**src/shared/ramp_seq_params.svh**
```systemverilog
// Purpose: offsets, field positions, reset values of the ramp sequencer
// Assumes: APB word registers, byte address = index * 4
// Notes: definitions only
`ifndef RAMP_SEQ_PARAMS_SVH
`define RAMP_SEQ_PARAMS_SVH

`define OFF_INTFRAC 8'h00
`define OFF_FRAC_LOW 8'h04
`define OFF_RDIV 8'h08
`define OFF_FUNC 8'h0C
`define OFF_TEST 8'h10
`define OFF_DEV 8'h14
`define OFF_STEP 8'h18
`define OFF_DELAY 8'h1C
`define OFF_STATUS 8'h20
`define OFF_DIV_INT 8'h24
`define OFF_DIV_FRAC 8'h28
`define LAST_INDEX 4'hA
`define CFG_COUNT 8
`define REG_RESET 32'h0000_0000

`define START_BIT 31
`define INT_HI 26
`define INT_LO 15
`define FMSB_HI 14
`define FMSB_LO 3
`define FLSB_HI 27
`define FLSB_LO 15
`define TDA_HI 14
`define TDA_LO 3
`define TDB_HI 18
`define TDB_LO 7
`define WAVE_HI 11
`define WAVE_LO 10
`define DW_HI 18
`define DW_LO 3
`define DE_HI 22
`define DE_LO 19
`define SET_SEL_BIT 23
`define DUAL_BIT 24
`define FSK_BIT 25
`define STEP_HI 22
`define STEP_LO 3

`endif

```
**src/shared/ramp_seq_pkg.sv**
```systemverilog
// Purpose: types of the ramp sequencer
// Assumes: nothing
// Notes: Gray codes along idle, up, down, hold
package ramp_seq_pkg;
   typedef enum logic [1:0] {
      ST_IDLE = 2'h0,
      ST_UP = 2'h1,
      ST_DOWN = 2'h3,
      ST_HOLD = 2'h2
   } ramp_state_t;

   typedef enum logic [1:0] {
      WAVE_SAW = 2'h0,
      WAVE_TRI = 2'h1,
      WAVE_SAW_ONCE = 2'h2,
      WAVE_BURST = 2'h3
   } waveform_t;
endpackage

```
**src/rtl/frequency_ramp_sequencer.sv**
```systemverilog
// Purpose: frequency ramp sequencer driving divider and modulator value
// Assumes: pclk is the phase-detector clock; APB slave, zero wait states
// Notes: divide value is 12-bit integer over 25-bit fraction
// Function
// - hop equals deviation word shifted by exponent
// - hop interval is product of two dividers
// - hop count comes from 20-bit step value
// - burst adds per interval then holds
// - single sawtooth restores start then holds
// - repeating sawtooth loops until disabled
// - triangle alternates up and down runs
// - dual bit gives two independent ramps
// - deviation fields and set select layout
// - step field and set select layout
// - reprogram idle ramp without disturbing other
// - keying bit superimposes set one deviation
// - code 01 triangle, 11 single burst
// - keying adds or subtracts per transmit data
//
// The implementer's own choices: the register addresses and the APB interface to the registers.
`timescale 1ns/1ps
`include "ramp_seq_params.svh"
module frequency_ramp_sequencer #(
   parameter int STEP_W = 20,
   parameter int TIMER_W = 12
) (
   input wire logic pclk,
   input wire logic presetn,
   input wire logic psel,
   input wire logic penable,
   input wire logic pwrite,
   input wire logic [7:0] paddr,
   input wire logic [31:0] pwdata,
   output logic [31:0] prdata,
   output logic pready,
   output logic pslverr,
   input wire logic tx_data,
   output logic [11:0] divide_int,
   output logic [24:0] divide_frac,
   output logic ramp_active
);

   logic [31:0] cfg_reg [0:`CFG_COUNT-1];
   logic [15:0] dev_word_reg [0:1];
   logic [3:0] dev_exp_reg [0:1];
   logic [STEP_W-1:0] step_set_reg [0:1];
   logic [31:0] rdata_reg;
   logic [36:0] acc_reg;
   logic [36:0] divide_reg;
   logic [STEP_W-1:0] step_cnt_reg;
   logic ramp_sel_reg;
   logic [2*TIMER_W-1:0] timer_reg;
   ramp_seq_pkg::ramp_state_t state_reg;
   ramp_seq_pkg::waveform_t wave;
   logic [4:0] dec;
   logic hit;
   logic [3:0] idx;
   logic wr_en;
   logic dev_wr;
   logic step_wr;
   logic ramp_start;
   logic dual_en;
   logic fsk_en;
   logic cur_set;
   logic done;
   logic tick;
   logic [36:0] base;
   logic [36:0] inc;
   logic [36:0] inc_a;
   logic [36:0] inc_b;
   logic [36:0] key_inc;
   logic [2*TIMER_W-1:0] interval;
   logic [2*TIMER_W-1:0] interval_m1;
   logic [STEP_W-1:0] step_target;

   // Address decode: {hit, index}; word aligned, up to the last status word
   function automatic logic [4:0] decode_addr(input logic [7:0] a);
      logic ok;
      ok = (a[1:0] == 2'h0) && (a[7:6] == 2'h0) && (a[5:2] <= `LAST_INDEX);
      decode_addr = {ok, a[5:2]};
   endfunction

   // Hop size: signed deviation word scaled by two to the exponent
   function automatic logic [36:0] hop_amt(input logic [15:0] w, input logic [3:0] e);
      hop_amt = {{21{w[15]}}, w} << e;
   endfunction

   assign dec = decode_addr(paddr);
   assign hit = dec[4];
   assign idx = dec[3:0];
   assign wr_en = psel && penable && pwrite && hit && (idx < 4'h8);
   assign dev_wr = wr_en && (idx == 4'(`OFF_DEV >> 2));
   assign step_wr = wr_en && (idx == 4'(`OFF_STEP >> 2));

   // Always ready; writes to read-only or unmapped words are flagged
   assign pready = 1'b1;
   assign pslverr = psel && penable && (!hit || (pwrite && (idx >= 4'h8)));
   assign prdata = rdata_reg;

   // Live controls decoded from the stored words
   assign ramp_start = cfg_reg[0][`START_BIT];
   assign wave = ramp_seq_pkg::waveform_t'(cfg_reg[3][`WAVE_HI:`WAVE_LO]);
   assign dual_en = cfg_reg[5][`DUAL_BIT];
   assign fsk_en = cfg_reg[5][`FSK_BIT];
   assign base = {cfg_reg[0][`INT_HI:`INT_LO], cfg_reg[0][`FMSB_HI:`FMSB_LO],
                  cfg_reg[1][`FLSB_HI:`FLSB_LO]};
   assign ramp_active = (state_reg != ramp_seq_pkg::ST_IDLE);

   // Configuration words; write takes effect in the access phase
   always_ff @(posedge pclk or negedge presetn) begin
      if (!presetn) begin
         for (int i = 0; i < `CFG_COUNT; i++) begin
            cfg_reg[i] <= `REG_RESET;
         end
      end else if (wr_en) begin
         cfg_reg[idx[2:0]] <= pwdata;
      end
   end

   // Two deviation and step sets; select bit steers which one loads
   genvar g;
   generate
      for (g = 0; g < 2; g++) begin : g_set
         always_ff @(posedge pclk or negedge presetn) begin
            if (!presetn) begin
               dev_word_reg[g] <= 16'h0000;
               dev_exp_reg[g] <= 4'h0;
            end else if (dev_wr && (pwdata[`SET_SEL_BIT] == 1'(g))) begin
               dev_word_reg[g] <= pwdata[`DW_HI:`DW_LO];
               dev_exp_reg[g] <= pwdata[`DE_HI:`DE_LO];
            end
         end

         // Only the addressed set changes, so a running set is untouched
         always_ff @(posedge pclk or negedge presetn) begin
            if (!presetn) begin
               step_set_reg[g] <= '0;
            end else if (step_wr && (pwdata[`SET_SEL_BIT] == 1'(g))) begin
               step_set_reg[g] <= STEP_W'(pwdata[`STEP_HI:`STEP_LO]);
            end
         end
      end
   endgenerate

   // Read data latched in the setup phase, held through the access phase
   always_ff @(posedge pclk or negedge presetn) begin
      if (!presetn) begin
         rdata_reg <= 32'h0000_0000;
      end else if (psel && !penable && !pwrite) begin
         if (!hit) begin
            rdata_reg <= 32'h0000_0000;
         end else if (idx < 4'h8) begin
            rdata_reg <= cfg_reg[idx[2:0]];
         end else if (idx == 4'(`OFF_STATUS >> 2)) begin
            rdata_reg <= 32'({ramp_sel_reg, state_reg, step_cnt_reg});
         end else if (idx == 4'(`OFF_DIV_INT >> 2)) begin
            rdata_reg <= 32'(divide_reg[36:25]);
         end else begin
            rdata_reg <= 32'(divide_reg[24:0]);
         end
      end
   end

   // Active set: ramp two in the second half of a dual sweep, else set zero
   assign cur_set = dual_en && ramp_sel_reg;
   assign inc_a = hop_amt(dev_word_reg[0], dev_exp_reg[0]);
   assign inc_b = hop_amt(dev_word_reg[1], dev_exp_reg[1]);
   assign inc = cur_set ? inc_b : inc_a;
   assign key_inc = inc_b;
   assign step_target = cur_set ? step_set_reg[1] : step_set_reg[0];
   assign done = (step_cnt_reg == step_target);

   // Interval is divider a times divider b; zero is treated as one period
   assign interval = cfg_reg[2][`TDA_HI:`TDA_LO] * cfg_reg[4][`TDB_HI:`TDB_LO];
   assign interval_m1 = (interval == '0) ? '0 : interval - 1'b1;
   assign tick = (state_reg != ramp_seq_pkg::ST_IDLE) && (timer_reg >= interval_m1);

   // Hop timer; restarts whenever the ramp is idle
   always_ff @(posedge pclk or negedge presetn) begin
      if (!presetn) begin
         timer_reg <= '0;
      end else if (state_reg == ramp_seq_pkg::ST_IDLE || tick) begin
         timer_reg <= '0;
      end else begin
         timer_reg <= timer_reg + 1'b1;
      end
   end

   // Sweep sequencer; the tick that ends a run performs the next phase's first action
   always_ff @(posedge pclk or negedge presetn) begin
      if (!presetn) begin
         state_reg <= ramp_seq_pkg::ST_IDLE;
         acc_reg <= '0;
         step_cnt_reg <= '0;
         ramp_sel_reg <= 1'b0;
      end else if (!ramp_start) begin
         state_reg <= ramp_seq_pkg::ST_IDLE;
         acc_reg <= base;
         step_cnt_reg <= '0;
         ramp_sel_reg <= 1'b0;
      end else if (state_reg == ramp_seq_pkg::ST_IDLE) begin
         state_reg <= ramp_seq_pkg::ST_UP;
         acc_reg <= base;
      end else if (tick) begin
         case (state_reg)
            ramp_seq_pkg::ST_UP: begin
               if (!done) begin
                  acc_reg <= acc_reg + inc;
                  step_cnt_reg <= step_cnt_reg + 1'b1;
               end else if (dual_en && !ramp_sel_reg) begin
                  ramp_sel_reg <= 1'b1;
                  acc_reg <= acc_reg + inc_b;
                  step_cnt_reg <= STEP_W'(1);
               end else begin
                  case (wave)
                     ramp_seq_pkg::WAVE_BURST: begin
                        state_reg <= ramp_seq_pkg::ST_HOLD;
                     end
                     ramp_seq_pkg::WAVE_SAW_ONCE: begin
                        acc_reg <= base;
                        state_reg <= ramp_seq_pkg::ST_HOLD;
                     end
                     ramp_seq_pkg::WAVE_SAW: begin
                        acc_reg <= base;
                        step_cnt_reg <= '0;
                        ramp_sel_reg <= 1'b0;
                     end
                     ramp_seq_pkg::WAVE_TRI: begin
                        state_reg <= ramp_seq_pkg::ST_DOWN;
                        acc_reg <= acc_reg - inc;
                        step_cnt_reg <= STEP_W'(1);
                     end
                     default: begin
                        state_reg <= ramp_seq_pkg::ST_HOLD;
                     end
                  endcase
               end
            end
            ramp_seq_pkg::ST_DOWN: begin
               if (!done) begin
                  acc_reg <= acc_reg - inc;
                  step_cnt_reg <= step_cnt_reg + 1'b1;
               end else if (dual_en && ramp_sel_reg) begin
                  ramp_sel_reg <= 1'b0;
                  acc_reg <= acc_reg - inc_a;
                  step_cnt_reg <= STEP_W'(1);
               end else begin
                  state_reg <= ramp_seq_pkg::ST_UP;
                  acc_reg <= acc_reg + inc;
                  step_cnt_reg <= STEP_W'(1);
               end
            end
            ramp_seq_pkg::ST_HOLD: begin
               state_reg <= ramp_seq_pkg::ST_HOLD;
            end
            default: begin
               state_reg <= ramp_seq_pkg::ST_IDLE;
            end
         endcase
      end
   end

   // Output value; keying only rides on a running ramp
   always_ff @(posedge pclk or negedge presetn) begin
      if (!presetn) begin
         divide_reg <= '0;
      end else if (fsk_en && ramp_active) begin
         divide_reg <= tx_data ? acc_reg + key_inc : acc_reg - key_inc;
      end else begin
         divide_reg <= acc_reg;
      end
   end

   assign divide_int = divide_reg[36:25];
   assign divide_frac = divide_reg[24:0];
endmodule // frequency_ramp_sequencer

```
**config.mk**
```make
export PLATFORM = sky130hd
export DESIGN_NAME = frequency_ramp_sequencer
export DESIGN_NICKNAME = d
export VERILOG_FILES = /design/src/shared/ramp_seq_pkg.sv /design/src/rtl/frequency_ramp_sequencer.sv
export VERILOG_INCLUDE_DIRS = /design/src /design/src/shared
export SDC_FILE = /design/constraint.sdc
export NUM_CORES = 2
export LEC_CHECK = 0
export ABC_CLOCK_PERIOD_IN_PS = 8600
export BUFFER_PORTS_ARGS = -buffer_cell sky130_fd_sc_hd__clkbuf_2
export CAP_MARGIN = 5
export CORE_AREA = 3 3 309 311
export DETAILED_ROUTE_END_ITERATION = 6
export DIE_AREA = 0 0 312 314
export PLACE_DENSITY_LB_ADDON = 0.1
export SYNTH_ARGS = -nofsm -noshare
export SYNTH_HDL_FRONTEND = slang
export SYNTH_SLANG_ARGS = --single-unit
```
**constraint.sdc**
```tcl
create_clock -name pclk -period 8.6 [get_ports pclk]
set_input_delay 1.72 -clock pclk [delete_from_list [all_inputs] [get_ports pclk]]
set_output_delay 1.72 -clock pclk [all_outputs]
set_load 0.005 [all_outputs]
```
==> flow_summary.ini <==
[floorplanning]
core_area_um2 = 93000
dieArea_um2 = 98000
fp.dieW_um = 312
fp-row-count = 112
floorplan.io_pins = 118
start_util_pct = 45.0
die_y_um = 314

[placement]
place_congestion = 0.990
io_buffers = 116
hpwl_um = 121000
place_ws_ns = -0.281

[finish]
mostFrequentLayoutCells = 531 x nand2_1, 482 x dfrtp_1, 359 x mux2_2
largest_register_ffs = 219
layout-drive-gt1-share_pct = 18.3
fillers = 9072
layout_commonest_cell = nand2_1
syn_to_final_growth_pct = 11.5
final_nets = 5265

[route]
vias = 37500
met3_length_um = 12300
wire_per_inst_um = 26.3
antenna_left = 0
wl_met2_um = 71500
routed_wl_um = 162000
m1WireLength_um = 69800
drc = 0
first_iter_violations = 3930
dr.max_layer_used = met5
via_per_inst = 6.11
firstDrtPassIters = 5

[clock_network]
cts_root_buffer = clkbuf_16
clockBufferDepth = 3
cts_tree = done
cts_buffers = 59
path_clk_slew_ns = 0.07
holdBufCountCts = 0
cts.sinks = 489
insertion_delay_ns = 0.70
cts_max_level = 2

[logic_synthesis]
yosysWarnings = 0
ys_ff_latch = 489
synth_cell_types = 89
async_flop_share_pct = 100
synth.avg_cell_area_um2 = 8.72
syn_nets = 5222
synth_ff_type = dfrtp_1
syn_inst = 4798
ys_seq_area_share_pct = 29.2
synth_top_cell_by_area = dfrtp_1
synth_edf_count = 0
syn-cell-area_um2 = 41900
ys_top_cells_by_area = dfrtp_1 29%, mux2_2 9.7%, ha_1 8.2%
synth_top_area_share_pct = 29.2

[critical_path]
path_class = reg2reg
cp.arrival_ns = 8.90
r2r_end = acc_reg[34]
crit_required_ns = 9.15
crit_path_max_fanout = 7
cpPeakStageDelay_ns = 0.55
reg2reg_setup_slack_ns = 0.25
r2r_cells = 34
rr_startpoint = cfg_reg[109]
critical_path.startpoint_type = flip-flop
endpoint_kind = flip-flop
cp_slowest_cell = fa_1
cpMostUsedCell = fa_1

[timing]
hold_violations = 0
hold_slack_ns = 0.474
period_needed_ns = 8.35
slew_headroom_pct = 19.2
max_freq_mhz = 120
drv_slew = 0
setup_viol = 0
layout_setup_ws_ns = 0.254
fin_worst_skew_ns = 0.0690
worst_pin_slew_ns = 1.21
period_share_pct = 97.0

[power_and_ir_drop]
power_leakage_nw = 22.6
power-per-cell-area_nw_per_um2 = 122
ir_worst_vdd_v = 0.000181

[global_routing]
grt_pass1_vias = 35600
gr-usage-all-layers_pct = 32.2
grt-ovfl-total = 0
grt_max_degree = 170
antenna_found_initial = 12
grt_pass1_wl_um = 238000

[hold_path]
hp-start = cfg_reg[57]
min_path_cells = 2
hold-path-endpoint = cfg_reg[57]
hold_class = reg2reg

[run]
drv_cap = 0

[status]
status = finished, final reports clean
-- metrics by stage --
| step | cell area, um^2 | TNS [ns] | total power (W) | std cells | util [%] |
|---|---|---|---|---|---|
| 6_report | 46700 | 0 | 0.00572 | 6140 | 50.1 |
| 5_1_grt | 46700 | -0.833 | 0.00589 | 6139 | 50.1 |
| 4_1_cts | 46200 | 0 | 0.00572 | 6122 | 49.6 |
| 3_5_place_dp | 44200 | -7.90 | 0.00315 | 6018 | 47.5 |
| 3_3_place_gp | 44200 | -3.78 | 0.00315 | 6018 | 47.5 |
| 2_1_floorplan | 41900 | 0 | 0.00284 | 4798 | - |
-- metal layers --
metal | global-route usage, % | up-vias
met5 | 0 | -
met4 | 14.0 | 4
met1 | 44.6 | 18700
met2 | 49.9 | 1455
met3 | 5.29 | 271
li1 | - | 17000
-- kinds of logic (layout without fill, tap and decap cells) --
| kind of cell | after synthesis | in the layout | synth area share [%] |
|---|---|---|---|
| AO/OA/AOI/OAI | 1254 | 1254 | 19.0 |
| XOR/XNOR | 229 | 229 | 4.79 |
| adder cells (fa/ha/maj) | 378 | 378 | 13.2 |
| buffers and inverters | 641 | 727 | 5.83 |
| flip-flops | 489 | 489 | 29.2 |
| multiplexers | 488 | 488 | 13.7 |
| other | 1 | 3 | 0.00896 |
| AND/OR/NAND/NOR | 1318 | 1318 | 14.3 |
-- cells in the mapped netlist, drive strengths merged (36+ instances only) --
cell / count
ha: 273
nor2: 332
nor2b: 42
buf: 48
o22ai: 61
a211oi: 51
xnor2: 150
clkbuf: 264
and3: 43
dfrtp: 489
a21oi: 359
mux2: 360
o21bai: 41
nand2b: 38
a21o: 71
nand2: 541
inv: 325
o21ai: 308
xor2: 79
a221oi: 36
nor3: 74
mux2i: 97
fa: 105
o211ai: 41
and2: 68
nand3: 57
-- worst max-delay path, delay by kind of cell, from the launching register on --
family,cells,cell delay (ns)
AOI/OAI and AO/OA,11,2.00
xor gates and xnor gates,1,0.16
adders and majority gates,7,3.11
buffers and inverters,5,0.41
DFF,1,0.43
and+or+nand+nor,10,2.14
-- cell type report --
class	instances	area (um^2)	area share [%]
multi-input combinational	3668	27600	59.1
sequential	489	12200	26.2
timing repair buffer	294	2070	4.45
clock buffer	77	1620	3.48
tap	1254	1570	3.36
inverter	329	1230	2.65
clock inverter	27	338	0.724
antenna	2	5.00	0.0107
-- timing repair --
item / 4_1_cts / 5_1_grt
resized for setup: 11 / 77
endpoints found under the setup margin: 54 / 58
gates cloned: 0 / 1
buffers inserted: 0 / 16
pin swaps: 3 / 51
-- power by group --
group          switching [W]  internal (W)
sequential         0.0000275       0.00232
combinational       0.000522      0.000266
clock                0.00112       0.00146
-- worst max-delay path by stage --
stage	to	slack [ns]	from
final	acc_reg[34]	0.25	cfg_reg[109]
after CTS	ramp_sel_reg	0.03	cfg_reg[111]
after detailed placement	ramp_sel_reg	-0.28	cfg_reg[165]
after global routing	acc_reg[34]	-0.08	cfg_reg[106]
after global placement	ramp_sel_reg	-0.17	cfg_reg[165]
after floorplan	step_cnt_reg[17]	0.001	cfg_reg[107]
Power figures use the tool's default switching activity.
